**src/verilog/acfg_pkg.sv**
```systemverilog
// Package with register map, field layout and bus codes of the setup bank
package acfg_pkg;
	localparam int          ACFG_NUM_SETUPS   = 8;
	localparam int          ACFG_DATA_W       = 32;
	localparam int          ACFG_ADDR_W       = 8;
	localparam int          ACFG_SETUP_W      = 16;
	// Register indices; byte address is four times the index
	localparam logic [5:0]  ACFG_IDX_SETUP0   = 6'h19;
	localparam logic [5:0]  ACFG_IDX_SETUP7   = 6'h20;
	localparam logic [5:0]  ACFG_IDX_ACTIVE   = 6'h30;
	localparam logic [15:0] ACFG_SETUP_RST    = 16'h0000;
	// Setup word fields
	localparam int          ACFG_EXC1_MSB     = 15;
	localparam int          ACFG_EXC1_LSB     = 13;
	localparam int          ACFG_EXC0_MSB     = 12;
	localparam int          ACFG_EXC0_LSB     = 10;
	localparam int          ACFG_BURN_MSB     = 9;
	localparam int          ACFG_BURN_LSB     = 8;
	localparam int          ACFG_REFP_BIT     = 7;
	localparam int          ACFG_REFN_BIT     = 6;
	localparam int          ACFG_REFSEL_MSB   = 5;
	localparam int          ACFG_REFSEL_LSB   = 4;
	localparam int          ACFG_GAIN_MSB     = 3;
	localparam int          ACFG_GAIN_LSB     = 1;
	localparam int          ACFG_BYP_BIT      = 0;
	localparam logic [2:0]  ACFG_GAIN_UNITY   = 3'h0;
	// Active setup status fields
	localparam int          ACFG_ACT_SEL_MSB  = 2;
	localparam int          ACFG_ACT_VALID    = 8;
	// Bus responses
	localparam logic [1:0]  ACFG_RESP_OKAY    = 2'h0;
	localparam logic [1:0]  ACFG_RESP_SLVERR  = 2'h2;
endpackage

```
**src/verilog/acfg_setup_fields.sv**
```systemverilog
// Splits one setup word into front-end control fields
`timescale 1ns/1ps
module acfg_setup_fields
	import acfg_pkg::*;
(
	input  wire logic [15:0] setup_word,
	output logic      [2:0]  excite_src1_level,
	output logic      [2:0]  excite_src0_level,
	output logic      [1:0]  burnout_level,
	output logic             ref_pos_buffer_on,
	output logic             ref_neg_buffer_on,
	output logic      [1:0]  ref_sel,
	output logic      [2:0]  amp_gain_code,
	output logic             amp_bypass
);
	always_comb begin
		excite_src1_level = setup_word[ACFG_EXC1_MSB:ACFG_EXC1_LSB];
		excite_src0_level = setup_word[ACFG_EXC0_MSB:ACFG_EXC0_LSB];
		burnout_level     = setup_word[ACFG_BURN_MSB:ACFG_BURN_LSB];
		ref_pos_buffer_on = setup_word[ACFG_REFP_BIT];
		ref_neg_buffer_on = setup_word[ACFG_REFN_BIT];
		ref_sel           = setup_word[ACFG_REFSEL_MSB:ACFG_REFSEL_LSB];
		amp_bypass        = setup_word[ACFG_BYP_BIT];
		// Bypass forces unity gain
		amp_gain_code     = amp_bypass ? ACFG_GAIN_UNITY
			: setup_word[ACFG_GAIN_MSB:ACFG_GAIN_LSB];
	end
endmodule

```
**src/verilog/acfg_bank.sv**
```systemverilog
// Setup configuration bank with AXI4-Lite access and per-conversion latch
//
// The AXI4-Lite register port was chosen for this implementation.
`timescale 1ns/1ps
module acfg_bank
	import acfg_pkg::*;
(
	input  wire logic                   aclk,
	input  wire logic                   aresetn,
	input  wire logic [ACFG_ADDR_W-1:0] s_axi_awaddr,
	input  wire logic [2:0]             s_axi_awprot,
	input  wire logic                   s_axi_awvalid,
	output logic                        s_axi_awready,
	input  wire logic [ACFG_DATA_W-1:0] s_axi_wdata,
	input  wire logic [3:0]             s_axi_wstrb,
	input  wire logic                   s_axi_wvalid,
	output logic                        s_axi_wready,
	output logic      [1:0]             s_axi_bresp,
	output logic                        s_axi_bvalid,
	input  wire logic                   s_axi_bready,
	input  wire logic [ACFG_ADDR_W-1:0] s_axi_araddr,
	input  wire logic [2:0]             s_axi_arprot,
	input  wire logic                   s_axi_arvalid,
	output logic                        s_axi_arready,
	output logic      [ACFG_DATA_W-1:0] s_axi_rdata,
	output logic      [1:0]             s_axi_rresp,
	output logic                        s_axi_rvalid,
	input  wire logic                   s_axi_rready,
	input  wire logic                   conv_start,
	input  wire logic [2:0]             conv_setup_sel,
	output logic      [2:0]             fe_excite_src1_level,
	output logic      [2:0]             fe_excite_src0_level,
	output logic      [1:0]             fe_burnout_level,
	output logic                        fe_ref_pos_buffer_on,
	output logic                        fe_ref_neg_buffer_on,
	output logic      [1:0]             fe_ref_sel,
	output logic      [2:0]             fe_amp_gain_code,
	output logic                        fe_amp_bypass,
	output logic      [2:0]             fe_active_setup,
	output logic                        fe_valid
);
	logic [15:0]            setup_r [ACFG_NUM_SETUPS];
	logic [15:0]            setup_nxt [ACFG_NUM_SETUPS];
	logic                   aw_full_r, aw_full_nxt;
	logic [5:0]             aw_idx_r, aw_idx_nxt;
	logic                   aw_ok_r, aw_ok_nxt;
	logic                   w_full_r, w_full_nxt;
	logic [15:0]            wdata_r, wdata_nxt;
	logic [1:0]             wstrb_r, wstrb_nxt;
	logic                   awready_r, awready_nxt;
	logic                   wready_r, wready_nxt;
	logic                   bvalid_r, bvalid_nxt;
	logic [1:0]             bresp_r, bresp_nxt;
	logic                   arready_r, arready_nxt;
	logic                   rvalid_r, rvalid_nxt;
	logic [1:0]             rresp_r, rresp_nxt;
	logic [ACFG_DATA_W-1:0] rdata_r, rdata_nxt;
	logic [2:0]             exc1_r, exc1_nxt, exc0_r, exc0_nxt;
	logic [1:0]             burn_r, burn_nxt, rsel_r, rsel_nxt;
	logic                   refp_r, refp_nxt, refn_r, refn_nxt;
	logic [2:0]             gain_r, gain_nxt, act_r, act_nxt;
	logic                   byp_r, byp_nxt, fev_r, fev_nxt;
	logic                   do_wr, ar_take;
	logic [5:0]             ar_idx;
	logic [15:0]            sel_word;
	logic [2:0]             d_exc1, d_exc0, d_gain;
	logic [1:0]             d_burn, d_rsel;
	logic                   d_refp, d_refn, d_byp;

	// Word-aligned index of a byte address, and whether it is mapped
	function automatic logic addr_ok(input logic [ACFG_ADDR_W-1:0] a);
		logic [5:0] i;
		i = a[7:2];
		addr_ok = (a[1:0] == 2'h0) &&
			(((i >= ACFG_IDX_SETUP0) && (i <= ACFG_IDX_SETUP7)) || (i == ACFG_IDX_ACTIVE));
	endfunction

	// Setup chosen by the channel about to convert
	assign sel_word = setup_r[conv_setup_sel];

	acfg_setup_fields u_fields (
		.setup_word        (sel_word),
		.excite_src1_level (d_exc1),
		.excite_src0_level (d_exc0),
		.burnout_level     (d_burn),
		.ref_pos_buffer_on (d_refp),
		.ref_neg_buffer_on (d_refn),
		.ref_sel           (d_rsel),
		.amp_gain_code     (d_gain),
		.amp_bypass        (d_byp)
	);

	assign do_wr   = aw_full_r && w_full_r && !bvalid_r;
	assign ar_take = s_axi_arvalid && arready_r;
	assign ar_idx  = s_axi_araddr[7:2];

	always_comb begin
		for (int k = 0; k < ACFG_NUM_SETUPS; k++) begin
			setup_nxt[k] = setup_r[k];
		end
		aw_full_nxt = aw_full_r;
		aw_idx_nxt  = aw_idx_r;
		aw_ok_nxt   = aw_ok_r;
		w_full_nxt  = w_full_r;
		wdata_nxt   = wdata_r;
		wstrb_nxt   = wstrb_r;
		bvalid_nxt  = bvalid_r;
		bresp_nxt   = bresp_r;
		rvalid_nxt  = rvalid_r;
		rresp_nxt   = rresp_r;
		rdata_nxt   = rdata_r;
		// Address and data are captured independently, in either order
		if (s_axi_awvalid && awready_r) begin
			aw_full_nxt = 1'b1;
			aw_idx_nxt  = s_axi_awaddr[7:2];
			aw_ok_nxt   = addr_ok(s_axi_awaddr);
		end
		if (s_axi_wvalid && wready_r) begin
			w_full_nxt = 1'b1;
			wdata_nxt  = s_axi_wdata[15:0];
			wstrb_nxt  = s_axi_wstrb[1:0];
		end
		if (bvalid_r && s_axi_bready) begin
			bvalid_nxt = 1'b0;
		end
		if (do_wr) begin
			aw_full_nxt = 1'b0;
			w_full_nxt  = 1'b0;
			bvalid_nxt  = 1'b1;
			bresp_nxt   = aw_ok_r ? ACFG_RESP_OKAY : ACFG_RESP_SLVERR;
			for (int k = 0; k < ACFG_NUM_SETUPS; k++) begin
				if (aw_ok_r && (aw_idx_r == ACFG_IDX_SETUP0 + 6'(k))) begin
					if (wstrb_r[0]) begin
						setup_nxt[k][7:0] = wdata_r[7:0];
					end
					if (wstrb_r[1]) begin
						setup_nxt[k][15:8] = wdata_r[15:8];
					end
				end
			end
		end
		if (rvalid_r && s_axi_rready) begin
			rvalid_nxt = 1'b0;
		end
		if (ar_take) begin
			rvalid_nxt = 1'b1;
			rdata_nxt  = '0;
			rresp_nxt  = addr_ok(s_axi_araddr) ? ACFG_RESP_OKAY : ACFG_RESP_SLVERR;
			for (int k = 0; k < ACFG_NUM_SETUPS; k++) begin
				if (ar_idx == ACFG_IDX_SETUP0 + 6'(k)) begin
					rdata_nxt[15:0] = setup_r[k];
				end
			end
			if (ar_idx == ACFG_IDX_ACTIVE) begin
				rdata_nxt[ACFG_ACT_SEL_MSB:0] = act_r;
				rdata_nxt[ACFG_ACT_VALID]     = fev_r;
			end
			if (!addr_ok(s_axi_araddr)) begin
				rdata_nxt = '0;
			end
		end
		awready_nxt = !aw_full_nxt;
		wready_nxt  = !w_full_nxt;
		arready_nxt = !rvalid_nxt;
	end

	// Front-end latch: fields only change when a conversion starts
	always_comb begin
		exc1_nxt = exc1_r;
		exc0_nxt = exc0_r;
		burn_nxt = burn_r;
		refp_nxt = refp_r;
		refn_nxt = refn_r;
		rsel_nxt = rsel_r;
		gain_nxt = gain_r;
		byp_nxt  = byp_r;
		act_nxt  = act_r;
		fev_nxt  = fev_r;
		if (conv_start) begin
			exc1_nxt = d_exc1;
			exc0_nxt = d_exc0;
			burn_nxt = d_burn;
			refp_nxt = d_refp;
			refn_nxt = d_refn;
			rsel_nxt = d_rsel;
			gain_nxt = d_gain;
			byp_nxt  = d_byp;
			act_nxt  = conv_setup_sel;
			fev_nxt  = 1'b1;
		end
	end

	always_ff @(posedge aclk) begin
		if (!aresetn) begin
			for (int k = 0; k < ACFG_NUM_SETUPS; k++) begin
				setup_r[k] <= ACFG_SETUP_RST;
			end
			aw_full_r <= 1'b0;
			aw_idx_r  <= '0;
			aw_ok_r   <= 1'b0;
			w_full_r  <= 1'b0;
			wdata_r   <= '0;
			wstrb_r   <= '0;
			awready_r <= 1'b0;
			wready_r  <= 1'b0;
			bvalid_r  <= 1'b0;
			bresp_r   <= ACFG_RESP_OKAY;
			arready_r <= 1'b0;
			rvalid_r  <= 1'b0;
			rresp_r   <= ACFG_RESP_OKAY;
			rdata_r   <= '0;
			exc1_r    <= '0;
			exc0_r    <= '0;
			burn_r    <= '0;
			refp_r    <= 1'b0;
			refn_r    <= 1'b0;
			rsel_r    <= '0;
			gain_r    <= '0;
			byp_r     <= 1'b0;
			act_r     <= '0;
			fev_r     <= 1'b0;
		end else begin
			setup_r   <= setup_nxt;
			aw_full_r <= aw_full_nxt;
			aw_idx_r  <= aw_idx_nxt;
			aw_ok_r   <= aw_ok_nxt;
			w_full_r  <= w_full_nxt;
			wdata_r   <= wdata_nxt;
			wstrb_r   <= wstrb_nxt;
			awready_r <= awready_nxt;
			wready_r  <= wready_nxt;
			bvalid_r  <= bvalid_nxt;
			bresp_r   <= bresp_nxt;
			arready_r <= arready_nxt;
			rvalid_r  <= rvalid_nxt;
			rresp_r   <= rresp_nxt;
			rdata_r   <= rdata_nxt;
			exc1_r    <= exc1_nxt;
			exc0_r    <= exc0_nxt;
			burn_r    <= burn_nxt;
			refp_r    <= refp_nxt;
			refn_r    <= refn_nxt;
			rsel_r    <= rsel_nxt;
			gain_r    <= gain_nxt;
			byp_r     <= byp_nxt;
			act_r     <= act_nxt;
			fev_r     <= fev_nxt;
		end
	end

	assign s_axi_awready        = awready_r;
	assign s_axi_wready         = wready_r;
	assign s_axi_bvalid         = bvalid_r;
	assign s_axi_bresp          = bresp_r;
	assign s_axi_arready        = arready_r;
	assign s_axi_rvalid         = rvalid_r;
	assign s_axi_rresp          = rresp_r;
	assign s_axi_rdata          = rdata_r;
	assign fe_excite_src1_level = exc1_r;
	assign fe_excite_src0_level = exc0_r;
	assign fe_burnout_level     = burn_r;
	assign fe_ref_pos_buffer_on = refp_r;
	assign fe_ref_neg_buffer_on = refn_r;
	assign fe_ref_sel           = rsel_r;
	assign fe_amp_gain_code     = gain_r;
	assign fe_amp_bypass        = byp_r;
	assign fe_active_setup      = act_r;
	assign fe_valid             = fev_r;
endmodule

```
**config.mk**
```make
export PLATFORM = sky130hd
export DESIGN_NAME = acfg_bank
export DESIGN_NICKNAME = d
export VERILOG_FILES = /design/src/verilog/acfg_pkg.sv /design/src/verilog/acfg_setup_fields.sv /design/src/verilog/acfg_bank.sv
export SDC_FILE = /design/constraint.sdc
export NUM_CORES = 1
export LEC_CHECK = 0
export BUFFER_PORTS_ARGS = -buffer_cell sky130_fd_sc_hd__buf_4
export CAP_MARGIN = 0
export CORE_ASPECT_RATIO = 0.5
export CORE_UTILIZATION = 55
export CTS_CLUSTER_DIAMETER = 200
export DETAILED_ROUTE_END_ITERATION = 8
export PLACE_DENSITY = 0.75
export SKIP_LAST_GASP = 1
export SLEW_MARGIN = 25
export SYNTH_ARGS = -nofsm -noshare
export SYNTH_HDL_FRONTEND = slang
export SYNTH_SLANG_ARGS = --single-unit
```
**constraint.sdc**
```tcl
create_clock -name aclk -period 3.4 [get_ports aclk]
set_input_delay 1.02 -clock aclk [delete_from_list [all_inputs] [get_ports aclk]]
set_output_delay 1.02 -clock aclk [all_outputs]
set_load 0.05 [all_outputs]
```
# --- Word level (Yosys, flattened, before mapping) ---
# Index checks and enable logic that the tools add are counted.
classes:
  n_reduce_logical: 44
  n_lt_le_gt_ge: 5
  mux: 25
  eq_ne: 18
  bitwise: 1
ops:
  columns: ["op", "n"]
  rows:
  - ["2-to-1 mux 16 bit", 11]
  - ["== test 6 x 5 -> 1 bit (second input constant)", 14]
  - ["binary-select mux 16 bit (select 3 bit)", 1]
  - ["AND reduction 3 bit", 16]
  - ["== test 6 bit (second input constant)", 4]
  - ["logical AND 1 bit", 19]
  - ["greater-or-equal comparator 6 x 5 -> 1 bit (second input constant)", 2]
  - ["<= comparator 6 bit (second input constant)", 2]
  - ["2-to-1 mux 1 bit", 9]
  - ["2-to-1 mux 3 bit", 2]
  - ["greater-or-equal comparator 4 bit (second input constant)", 1]
  - ["logical NOT 1 bit", 4]
  - ["logical NOT 2 bit", 2]
  - ["2-to-1 mux 2 bit", 2]
  - ["NOT 3 -> 4 bit", 1]
  - ["logical OR 1 bit", 2]
  - ["nonzero test 2 bit", 1]
word_totals:
  out_inout_bits: 61
  regBits: 216
  elab_cells: 133
  inputBits: 69

# --- Depth between registers and ports, before layout ---
# Gate-level depths: netlist (run 1).
logic_depth:
  word_depth: 11
  mapped_depth: 8
  depth_no_buf: 5

# --- By module ---
# From an unflattened synthesis (run 1), not the netlist that was laid out.
hier_totals:
  hier_cells: 1062
  area_unflattened_um2: 9678.0
by_module_without_submodules:
  columns: ["mod", "seq_area_each_um2", "n_inst", "cells_each", "area_each_um2"]
  rows:
  - ["acfg_bank", 3963.8, 1, 1046, 9561.7]
  - ["acfg_setup_fields", 0.0, 1, 16, 116.4]

# --- Worst setup path before layout (run 1) ---
# Ideal clock, no wire load.
synth_timing:
  path_type: "input -> register"
  start: "in conv_setup_sel[1]"
  end: "reg burn_r[1], in the netlist fe_burnout_level[1]"
  arrival_ps: 2334
  path_stages: 7
  required_ps: 3284
  slack_ps: 950
  n_path_buf: 3
  setup_ps: 116
  path_cell_list: "buf_2 -> buf_2 -> buf_2 -> mux4_2 -> mux2i_1 -> nand2_1 -> o211a_1"
synth_between:
  elab_chain_cells: 4
synth_lines:
  columns: ["item", "line", "text"]
  rows:
  - ["start, declared", "acfg_bank.sv:30", "input wire logic [2:0] conv_setup_sel,"]
  - ["NOT 3 -> 4 bit (not written as such)", "acfg_bank.sv:79", "assign sel_word = setup_r[conv_setup_sel];"]
  - ["binary-select mux 16 bit (select 3 bit)", "acfg_bank.sv:79", null]
  - ["2-to-1 mux 16 bit (not written as such) (2 in series)", "acfg_bank.sv:79", null]
  - ["end signal, assigned", "acfg_bank.sv:240", "burn_r <= burn_nxt;"]
  - ["end, declared", "acfg_bank.sv:59", "logic [1:0] burn_r, burn_nxt, rsel_r, rsel_nxt;"]
# Every way passes these cells. The select of a mux whose other input is x is not followed.
# A chain may end at the register's enable or synchronous reset.

# --- Worst setup path in the final report (run 1) ---
layout_timing:
  start: "in s_axi_araddr[3]"
  end: "reg rdata_r[10], in the netlist s_axi_rdata[10]"
layout_between:
  elab_chain_cells: 10
  elab_cells_between_ends: 23
  classes_between: "2 x order compare; 9 x eq/ne; 9 x mux; 3 x reduce/logical"
layout_lines:
  columns: ["item", "line", "text"]
  rows:
  - ["start, declared", "acfg_bank.sv:21", "input wire logic [ACFG_ADDR_W-1:0] s_axi_araddr,"]
  - ["== test 6 x 5 -> 1 bit", "acfg_bank.sv:150", "if (ar_idx == ACFG_IDX_SETUP0 + 6'(k)) begin"]
  - ["2-to-1 mux 16 bit (8 in series)", "acfg_bank.sv:150", null]
  - ["2-to-1 mux 16 bit (*)", "acfg_bank.sv:158", "if (!addr_ok(s_axi_araddr)) begin"]
  - ["end signal, assigned", "acfg_bank.sv:237", "rdata_r <= rdata_nxt;"]
  - ["end, declared", "acfg_bank.sv:57", "logic [ACFG_DATA_W-1:0] rdata_r, rdata_nxt;"]
# Mark *: on every way between the ends. The rest lies on a longest branch, timed or not.

==> metrics, run 1 <==
number of global-route vias before repair=7,635; leak pwr=around 4.7 nW; CTS Buf Count=17; final wirelength=27.8 mm; CP arrival=just over 3 ns; Final GP Congestion=0.928; CP max stage delay=0.73 ns; CTS tree=done; Die Wd=191 µm; Cell variety after synth=59; layout cells sized above 1=17.1%; Max Transition Viols Final=0; CORE AREA=~17,000 µm²; Hold Slack=about 0.47 ns; met3 usage=9.50%; final cell count without fillers=1,352; met1 usage=43.5%; Final Setup Violations=0; CTS sink cnt=198; Post-Route Skew=between 0.01 and 0.015 ns; clk slew on worst S/H paths=0.08 ns; r2r worst-path depth=6; CTS resizes=0; Util after Layout=63.4%; hold buffer count at cts=0; worst slew pin tran=0.991 ns; fin nets=1,175; async set-or-reset flop fraction in the synthesized netlist=0%; status=completed; # rows=34; crit-path cells=buf_4 > nand2b_1 > nor3_1 > a22oi_1 > a2111oi_1 > o21a_1; GRT Total Usage=30.5%; setup bufs post-CTS=0; global route overflow=0; most frequent cells in the layout=dfxtp_1 (198), nand2_1 (172), buf_4 (112); Starting Density=56.4%; htree depth=4; EDFF count, synth=0; post-detail-place hpwl=~19 mm; min Tclk post-route=2.71 ns; height of the die=96.4 µm; Critical Setup Path Class=input port to flop; CP Max Fanout=18; Die Area=18,400 µm²; Top Usage Layer GRT=met2; number of vias per cell=6.17; Min-Delay Path Class=flop to flop; CP max-delay cell=nor3_1; Top FF cell, synth=dfxtp_1; crit end category=flop; post-route ant nets=0; Max IR drop VDD=0.381 mV; CP startpoint kind=input port; setup slack, reg-to-reg=1.07 ns; via count=8,347; final instance area=roughly 11,000 µm²; Cells after Synth=1,070; wire length per cell after detailed routing=20.6 µm; WP data required=3.79 ns; unrepaired setup endpoints after global routing=false; Layout fillers=1,423; clock buffer depth=2; Hold Fails Final Rpt=0; Ys Warns=0; # DRC=0; setup TNS=0 ns; DP Cell Count=1,321; f_max=around 370 MHz; sequential-to-total area share from yosys stat=40.4%; max cap viols=0; syn_area_per_cell=9.17 µm²; Synth Register Bits=between 150 and 200; PwrDens=434 nW/µm²; First-pass DRT Iterations=6; Final Cycle Share=79.6%; DP Area=between 10,000 and 15,000 µm²; WHS Path Cells=2; ANT cells=0; # IOs=130; M2 GR Usage=43.6%; Max-slew headroom=approximately 34%; initial antenna violation count=0; largest net degree at the start of global routing=77; Initial DRC Count=988; Port Buffers=87; commonest non-fill, non-tap cell in the layout=dfxtp_1; area delta synth->final=12.5%; root buf cell=clkbuf_16; Cell Area, Synth=9810 µm²; clk_lat worst skew=0.44 ns; first-pass GRT wire length=42.1 mm
## cells by family after synthesis
kind of cell	count (synthesis)	share of synthesized area [%]
other	1	0.0382
flip-flops	198	40.4
AO/OA/AOI/OAI	282	19.8
AND/OR/NAND/NOR	352	17.7
buffers and inverters	119	5.88
multiplexers	118	16.1
## flip-flops by register name, summed over array words and instances, names as in the netlist, 2 cells and up
| signal | cells |
|---|---|
| fe_excite_src0_level | 3 |
| s_axi_rdata | 16 |
| fe_ref_sel | 2 |
| wdata_r | 16 |
| fe_excite_src1_level | 3 |
| fe_amp_gain_code | 3 |
| fe_active_setup | 3 |
| fe_burnout_level | 2 |
| aw_idx_r | 6 |
| wstrb_r | 2 |
| setup_r | 128 |
## cells in the mapped netlist (all sizes together), types with 3 or more instances
cell,n,area share [%]
a211oi,3,0.23
a21boi,90,6.9
a21oi,7,0.36
a22oi,22,1.7
a31oi,10,0.64
and2,5,0.32
and3,3,0.19
and3b,3,0.27
buf,47,3.1
clkbuf,66,2.5
dfxtp,198,40
inv,6,0.23
mux2i,84,8.6
mux4,32,7.3
nand2,172,6.6
nand2b,8,0.51
nand3,7,0.36
nand3b,3,0.31
nand4,13,0.83
nand4b,3,0.42
nor2,38,1.5
nor2b,75,4.8
nor3,9,0.68
nor3b,3,0.23
o211a,25,2.6
o21a,7,0.54
o21ai,93,4.8
o22ai,8,0.51
or2,4,0.26
## final cells by class
cell class / instances / area, µm² / area share, %
flip-flops and latches: 198 / 3960 / 35.9
repair buffers: 113 / 861 / 7.80
clock buffers: 17 / 425 / 3.85
clock inverters: 14 / 141 / 1.28
inverters: 6 / 22.5 / 0.204
multi-input cells: 770 / 5330 / 48.3
well taps: 234 / 293 / 2.65
## power by group
| part | switching (mW) | internal (mW) | total [mW] |
|---|---|---|---|
| Combinational | 0.257 | 0.145 | 0.402 |
| Clock | 0.964 | 1.03 | 2.00 |
| Sequential | 0.0492 | 2.35 | 2.40 |
## worst max-delay path: cells and delay by family
family / cells / cell delay, ns
AND/OR/NAND/NOR: 2 / 1.00
AO/OA/AOI/OAI: 3 / 0.89
buffers and inverters: 1 / 0.18
## stage by stage
step	power (mW)	worst slack (ns)
6_report	4.80	0.695
5_1_grt	4.95	0.594
4_1_cts	4.81	0.766
3_5_place_dp	2.85	0.322
3_3_place_gp	2.84	0.328
2_1_floorplan	2.74	0.950
## worst paths after layout
| check | from | endpoint |
|---|---|---|
| setup reg to reg | s_axi_bvalid$_SDFFE_PN0P_ | setup_r[47]$_SDFFE_PN0P_ |
| hold reg to reg | fe_amp_gain_code[2]$_SDFFE_PN0P_ | fe_amp_gain_code[2]$_SDFFE_PN0P_ |
| hold / removal | fe_amp_gain_code[2]$_SDFFE_PN0P_ | fe_amp_gain_code[2]$_SDFFE_PN0P_ |
| setup / recovery | s_axi_araddr[3] | s_axi_rdata[10]$_SDFFE_PN0P_ |
## layer usage
layer  vias to the layer above  routed length (µm)
met5                         -                   0
met4                         0                 444
met3                        42                3610
met2                       471               11400
met1                      4006               12300
li1                       3828                   -
(Power assumes the default switching activity.)
==> run 2, diff against run 1 <==
--- a/config.mk
+++ b/config.mk
@@ -8,10 +8,10 @@
 export BUFFER_PORTS_ARGS = -buffer_cell sky130_fd_sc_hd__buf_4
 export CAP_MARGIN = 0
 export CORE_ASPECT_RATIO = 0.5
-export CORE_UTILIZATION = 55
+export CORE_UTILIZATION = 52
 export CTS_CLUSTER_DIAMETER = 200
 export DETAILED_ROUTE_END_ITERATION = 8
-export PLACE_DENSITY = 0.75
+export PLACE_DENSITY = 0.74
 export SKIP_LAST_GASP = 1
 export SLEW_MARGIN = 25
 export SYNTH_ARGS = -nofsm -noshare
==> constraint.sdc (replaced) <==
create_clock -name aclk -period 2.4 [get_ports aclk]
set_input_delay 0.72 -clock aclk [delete_from_list [all_inputs] [get_ports aclk]]
set_output_delay 0.72 -clock aclk [all_outputs]
set_load 0.05 [all_outputs]
==> metrics, run 2 (synthesis results as in run 1) <==
status=completed (unchanged); f_max=approximately 490 MHz; worst slew pin tran=0.719 ns (was 0.991 ns); unrepaired setup endpoints after global routing=false (unchanged); wire length per cell after detailed routing=20.1 µm (was 20.6 µm); First-pass DRT Iterations=5 (was 6); min Tclk post-route=about 2.0 ns; CP startpoint kind=flop (was input port); clk_lat worst skew=0.43 ns (was 0.44 ns); number of global-route vias before repair=8,010 (was 7,635); post-route ant nets=0 (unchanged); area delta synth->final=16.7% (was 12.5%); root buf cell=clkbuf_16 (unchanged); Hold Fails Final Rpt=0 (unchanged); Die Area=19,500 µm² (was 18,400 µm²); WP data required=2.74 ns (was 3.79 ns); largest net degree at the start of global routing=45 (was 77); CP Max Fanout=9 (was 18); final instance area=11,500 µm² (was 11,000 µm²); CTS sink cnt=198 (unchanged); Hold Slack=0.476 ns (was 0.472 ns); crit end category=flop (unchanged); Post-Route Skew=0.0140 ns (was 0.0115 ns); Final GP Congestion=0.944 (was 0.928); final cell count without fillers=1,418 (was 1,352); # DRC=0 (unchanged); number of vias per cell=5.99 (was 6.17); ANT cells=0 (unchanged); Port Buffers=87 (unchanged); DP Area=10,900 µm² (was 10,500 µm²); max FFs per register=128 (unchanged); power share of the clock group=41.6% (about the same); # rows=35 (was 34); height of the die=99.1 µm (was 96.4 µm); hold wc startpoint=fe_amp_gain_code[0]$_SDFFE_PN0P_ (was fe_amp_gain_code[2]$_SDFFE_PN0P_); CP arrival=2.37 ns (was 3.09 ns); Initial DRC Count=780 (was 988); htree depth=4 (unchanged); CTS Buf Count=17 (unchanged); setup bufs post-CTS=0 (unchanged); via count=8,487 (was 8,347); clock buffer depth=2 (unchanged); WHS Path Cells=2 (unchanged); r2r startpoint=aw_ok_r$_SDFFE_PN0P_ (was s_axi_bvalid$_SDFFE_PN0P_); switching power=1.78 mW (was 1.27 mW); # IOs=130 (unchanged); fin nets=1,215 (was 1,175); most frequent cells in the layout=dfxtp_1 (198), nand2_1 (172), buf_4 (146) (was dfxtp_1 (198), nand2_1 (172), buf_4 (112)); Critical path origin=aw_ok_r$_SDFFE_PN0P_ (was s_axi_araddr[3]); Layout fillers=1,552 (was 1,423); Combinational Power Share=8.9% (was 8.4%); final wirelength=28.5 mm (was 27.8 mm); max cap viols=0 (unchanged); setup ws final=0.367 ns (was 0.695 ns); layout cells sized above 1=19.8% (was 17.1%); Switching Share=26.0% (was 26.5%); Power Internal=5.07 mW (was 3.52 mW); Reg power frac=49.6% (was 50.0%); Max-slew headroom=52.1% (was 33.9%); DP Cell Count=1,386 (was 1,321); first-pass GRT wire length=44.8 mm (was 42.1 mm); clk slew on worst S/H paths=0.07 ns (was 0.08 ns); Max IR drop VDD=0.512 mV (was 0.381 mV); Max Transition Viols Final=0 (unchanged); initial antenna violation count=0 (unchanged); commonest non-fill, non-tap cell in the layout=dfxtp_1 (unchanged); GRT Total Usage=29.8% (was 30.5%); Starting Density=53.2% (was 56.4%); CORE AREA=18,400 µm² (was 17,400 µm²); hold buffer count at cts=0 (unchanged); global route overflow=0 (unchanged); Final Cycle Share=between 80% and 90%; CTS tree=done (unchanged); Overall Power=6.85 mW (was 4.80 mW); largest register by flop count=setup_r (unchanged); Place WS=-0.00868 ns (was 0.322 ns); r2r worst-path depth=6 (unchanged); leak pwr=4.94 nW (was 4.74 nW); PwrDens=598 nW/µm² (was 434 nW/µm²); CTS resizes=0 (unchanged); Die Wd=196 µm (was 191 µm); Min-Delay Path Class=flop to flop (unchanged); post-detail-place hpwl=20.0 mm (was 19.1 mm); Final Setup Violations=0 (unchanged); Critical Setup Path Class=flop to flop (was input port to flop)
run 2: cell count changes in the layout (fill, tap and decap cells not counted):
cell        before  now
buf_12           1    7
inv_6            4    6
clkinv_4         2    0
inv_8            3    0
buf_4          112  146
clkinvlp_4       2    4
clkbuf_1         0    2
clkinv_2         2    0
clkbuf_8         0    2
run 2: layer usage:
metal | routed length [µm] | vias up | GRT usage (%)
li1 | - | 3903 | -
met1 | 13300 | 4097 | 44.5
met2 | 11900 | 452 | 43.6
met3 | 2900 | 35 | 6.17
met4 | 442 | 0 | 7.99
met5 | 0 | - | 0
run 2: final cells by class:
class	instances	area, µm²	area share [%]
well taps	259	324	2.83
repair buffers	153	1240	10.8
clock inverters	11	113	0.983
flip-flops and latches	198	3960	34.6
inverters	6	22.5	0.197
multi-input cells	770	5330	46.6
clock buffers	21	460	4.02
run 2: power groups by stage:
stage / clock network (mW) / logic, mW / registers [mW]
3_5_place_dp: 0 / 0.604 / 3.47
6_report: 2.85 / 0.607 / 3.40
3_3_place_gp: 0 / 0.596 / 3.47
5_1_grt: 3.01 / 0.644 / 3.40
4_1_cts: 2.88 / 0.604 / 3.39
2_1_floorplan: 0 / 0.377 / 3.50
run 2: path summary, 6_finish.rpt:
kind              slack [ns]                          endpoint
setup / recovery        0.37          setup_r[81]$_SDFFE_PN0P_
hold / removal          0.48  fe_amp_gain_code[0]$_SDFFE_PN0P_
setup reg to reg        0.37          setup_r[81]$_SDFFE_PN0P_
hold reg to reg         0.48  fe_amp_gain_code[0]$_SDFFE_PN0P_
run 2: metrics by stage:
| step | utilization [%] | setup TNS [ns] |
|---|---|---|
| floorplan | - | 0 |
| global placement | 59.0 | 0 |
| detailed placement | 59.0 | -0.00868 |
| CTS | 62.1 | 0 |
| global route | 62.1 | 0 |
| finish | 62.1 | 0 |
run 2: worst max-delay path: stages, from the launching register on:
cell	delay (ns)
dfxtp_1	0.42
nand4b_1	0.16
or3b_1	0.45
buf_4	0.21
nor2_2	0.38
nand2_1	0.11
a21boi_0	0.22
==> run 3, diff against run 2 <==
==> constraint.sdc (replaced) <==
create_clock -name aclk -period 1.85 [get_ports aclk]
set_input_delay 0.555 -clock aclk [delete_from_list [all_inputs] [get_ports aclk]]
set_output_delay 0.555 -clock aclk [all_outputs]
set_load 0.05 [all_outputs]
==> metrics, run 3 (synthesis results as in run 1) <==
global route overflow=0 (unchanged); PwrDens=755 nW/µm² (was 598 nW/µm²); status=completed (unchanged); final cell count without fillers=1,450 (was 1,418); clk slew on worst S/H paths=0.07 ns (about the same); Final Cycle Share=95.3% (was 84.7%); Max IR drop VDD=0.747 mV (was 0.512 mV); final wirelength=29.2 mm (was 28.5 mm); Hold Fails Final Rpt=0 (unchanged); CORE AREA=18,400 µm² (unchanged); crit end category=flop (unchanged); Overall Power=8.89 mW (was 6.85 mW); root buf cell=clkbuf_16 (unchanged); fin nets=1,248 (was 1,215); Place WS=-0.286 ns (was -0.00868 ns); initial antenna violation count=0 (unchanged); Final Setup Violations=0 (unchanged); htree depth=4 (unchanged); Max-slew headroom=60.5% (was 52.1%); Critical Setup Path Class=flop to flop (unchanged); Port Buffers=87 (unchanged); # IOs=130 (unchanged); Max Transition Viols Final=0 (unchanged); Final GP Congestion=0.930 (was 0.944); max layer used=met4 (unchanged); DRT met1 WL=13.1 mm (was 13.3 mm); wire length on met2=12.0 mm (was 11.9 mm); Util after Layout=63.8% (was 62.1%); First-pass DRT Iterations=6 (was 5); first-pass GRT wire length=45.6 mm (was 44.8 mm); DP Area=11,200 µm² (was 10,900 µm²); Starting Density=53.2% (unchanged); worst slew pin tran=0.592 ns (was 0.719 ns); Post-Route Skew=0.0155 ns (was 0.0140 ns); # DRC=0 (unchanged); CP startpoint kind=flop (unchanged); CTS tree=done (unchanged); setup ws final=0.0862 ns (was 0.367 ns); most frequent cells in the layout=dfxtp_1 (195), buf_4 (176), nand2_1 (172) (was dfxtp_1 (198), nand2_1 (172), buf_4 (146)); Die Area=19,500 µm² (unchanged); Min-Delay Path Class=input port to flop (was flop to flop); CP arrival=2.10 ns (was 2.37 ns); commonest non-fill, non-tap cell in the layout=dfxtp_1 (unchanged); layout cells sized above 1=23.1% (was 19.8%); ANT cells=0 (unchanged); f_max=567 MHz (was 492 MHz); max cap viols=0 (unchanged); Initial DRC Count=813 (was 780); post-route ant nets=0 (unchanged); GRT Total Usage=30.7% (was 29.8%); post-detail-place hpwl=20.1 mm (was 20.0 mm); number of vias per cell=6.02 (was 5.99); min Tclk post-route=1.76 ns (was 2.03 ns); CTS Buf Count=17 (unchanged); # rows=35 (unchanged); Die Wd=196 µm (unchanged); leak pwr=5.14 nW (was 4.94 nW); largest net degree at the start of global routing=92 (was 45); wire length per cell after detailed routing=20.2 µm (was 20.1 µm); Met3 Wirelength=3.41 mm (was 2.90 mm); clk_lat worst skew=0.44 ns (was 0.43 ns); largest register by flop count=setup_r (unchanged); unrepaired setup endpoints after global routing=true (was false); WP data required=2.18 ns (was 2.74 ns); number of global-route vias before repair=8,255 (was 8,010); final instance area=11,800 µm² (was 11,500 µm²); clock buffer depth=2 (unchanged); via count=8,732 (was 8,487); CTS sink cnt=198 (unchanged); DP Cell Count=1,419 (was 1,386); height of the die=99.1 µm (unchanged); area delta synth->final=20.0% (was 16.7%); max FFs per register=128 (unchanged); CP Max Fanout=8 (was 9)
run 3: changes by cell type in the layout (fill, tap and decap cells not counted), sizes merged:
cell,delta
clkbuf,-4
buf,+33
clkinvlp,-3
inv,-1
clkinv,+7
run 3: where the power goes:
part | internal (mW) | total [mW] | switching [mW]
Clock | 1.90 | 3.67 | 1.77
Sequential | 4.32 | 4.40 | 0.0872
Combinational | 0.329 | 0.818 | 0.489
run 3: through the flow:
| stage | setup TNS (ns) | hold slack [ns] |
|---|---|---|
| 2_1_floorplan | 0 | 0.443 |
| 3_3_place_gp | -4.11 | 0.450 |
| 3_5_place_dp | -5.15 | 0.452 |
| 4_1_cts | 0 | 0.364 |
| 5_1_grt | -0.00596 | 0.376 |
| 6_report | 0 | 0.370 |
run 3: cell type report:
class	count	area (µm²)
multi-input combinational	770	5360
clock inverter	14	145
inverter	6	22.5
clock buffer	17	425
timing repair buffer	186	1520
fill	1510	6670
tap	259	324
sequential	198	3970
run 3: repair_timing:
| item | in CTS | in global routing |
|---|---|---|
| setup endpoints to repair | 4 | 58 |
| hold endpoints to repair | 0 | 0 |
| setup buffers | 0 | 0 |
| hold buffers | 0 | 0 |
| resized for setup | 1 | 12 |
run 3: worst paths after layout:
path	startpoint	endpoint	slack (ns)	cells past startpoint
worst min-delay path	s_axi_wdata[3]	wdata_r[3]$_SDFFE_PN0P_	0.37	3
worst max register to register	aw_idx_r[4]$_SDFFE_PN0P_	setup_r[111]$_SDFFE_PN0P_	0.09	5
worst max-delay path	aw_idx_r[4]$_SDFFE_PN0P_	setup_r[111]$_SDFFE_PN0P_	0.09	5
worst min register to register	fe_amp_gain_code[2]$_SDFFE_PN0P_	fe_amp_gain_code[2]$_SDFFE_PN0P_	0.47	2
run 3: metal layers:
layer / global-route usage, % / vias up
met5: 0 / -
met4: 10.4 / 0
met3: 8.82 / 71
met2: 44.6 / 499
met1: 43.6 / 4187
li1: - / 3975
run 3: worst max-delay path: stages (launching register included):
cell and delay [ns]:
dfxtp_1 0.37, nand4b_1 0.14, or3b_4 0.42, or2_2 0.45, mux2i_1 0.22, nor2b_1 0.07
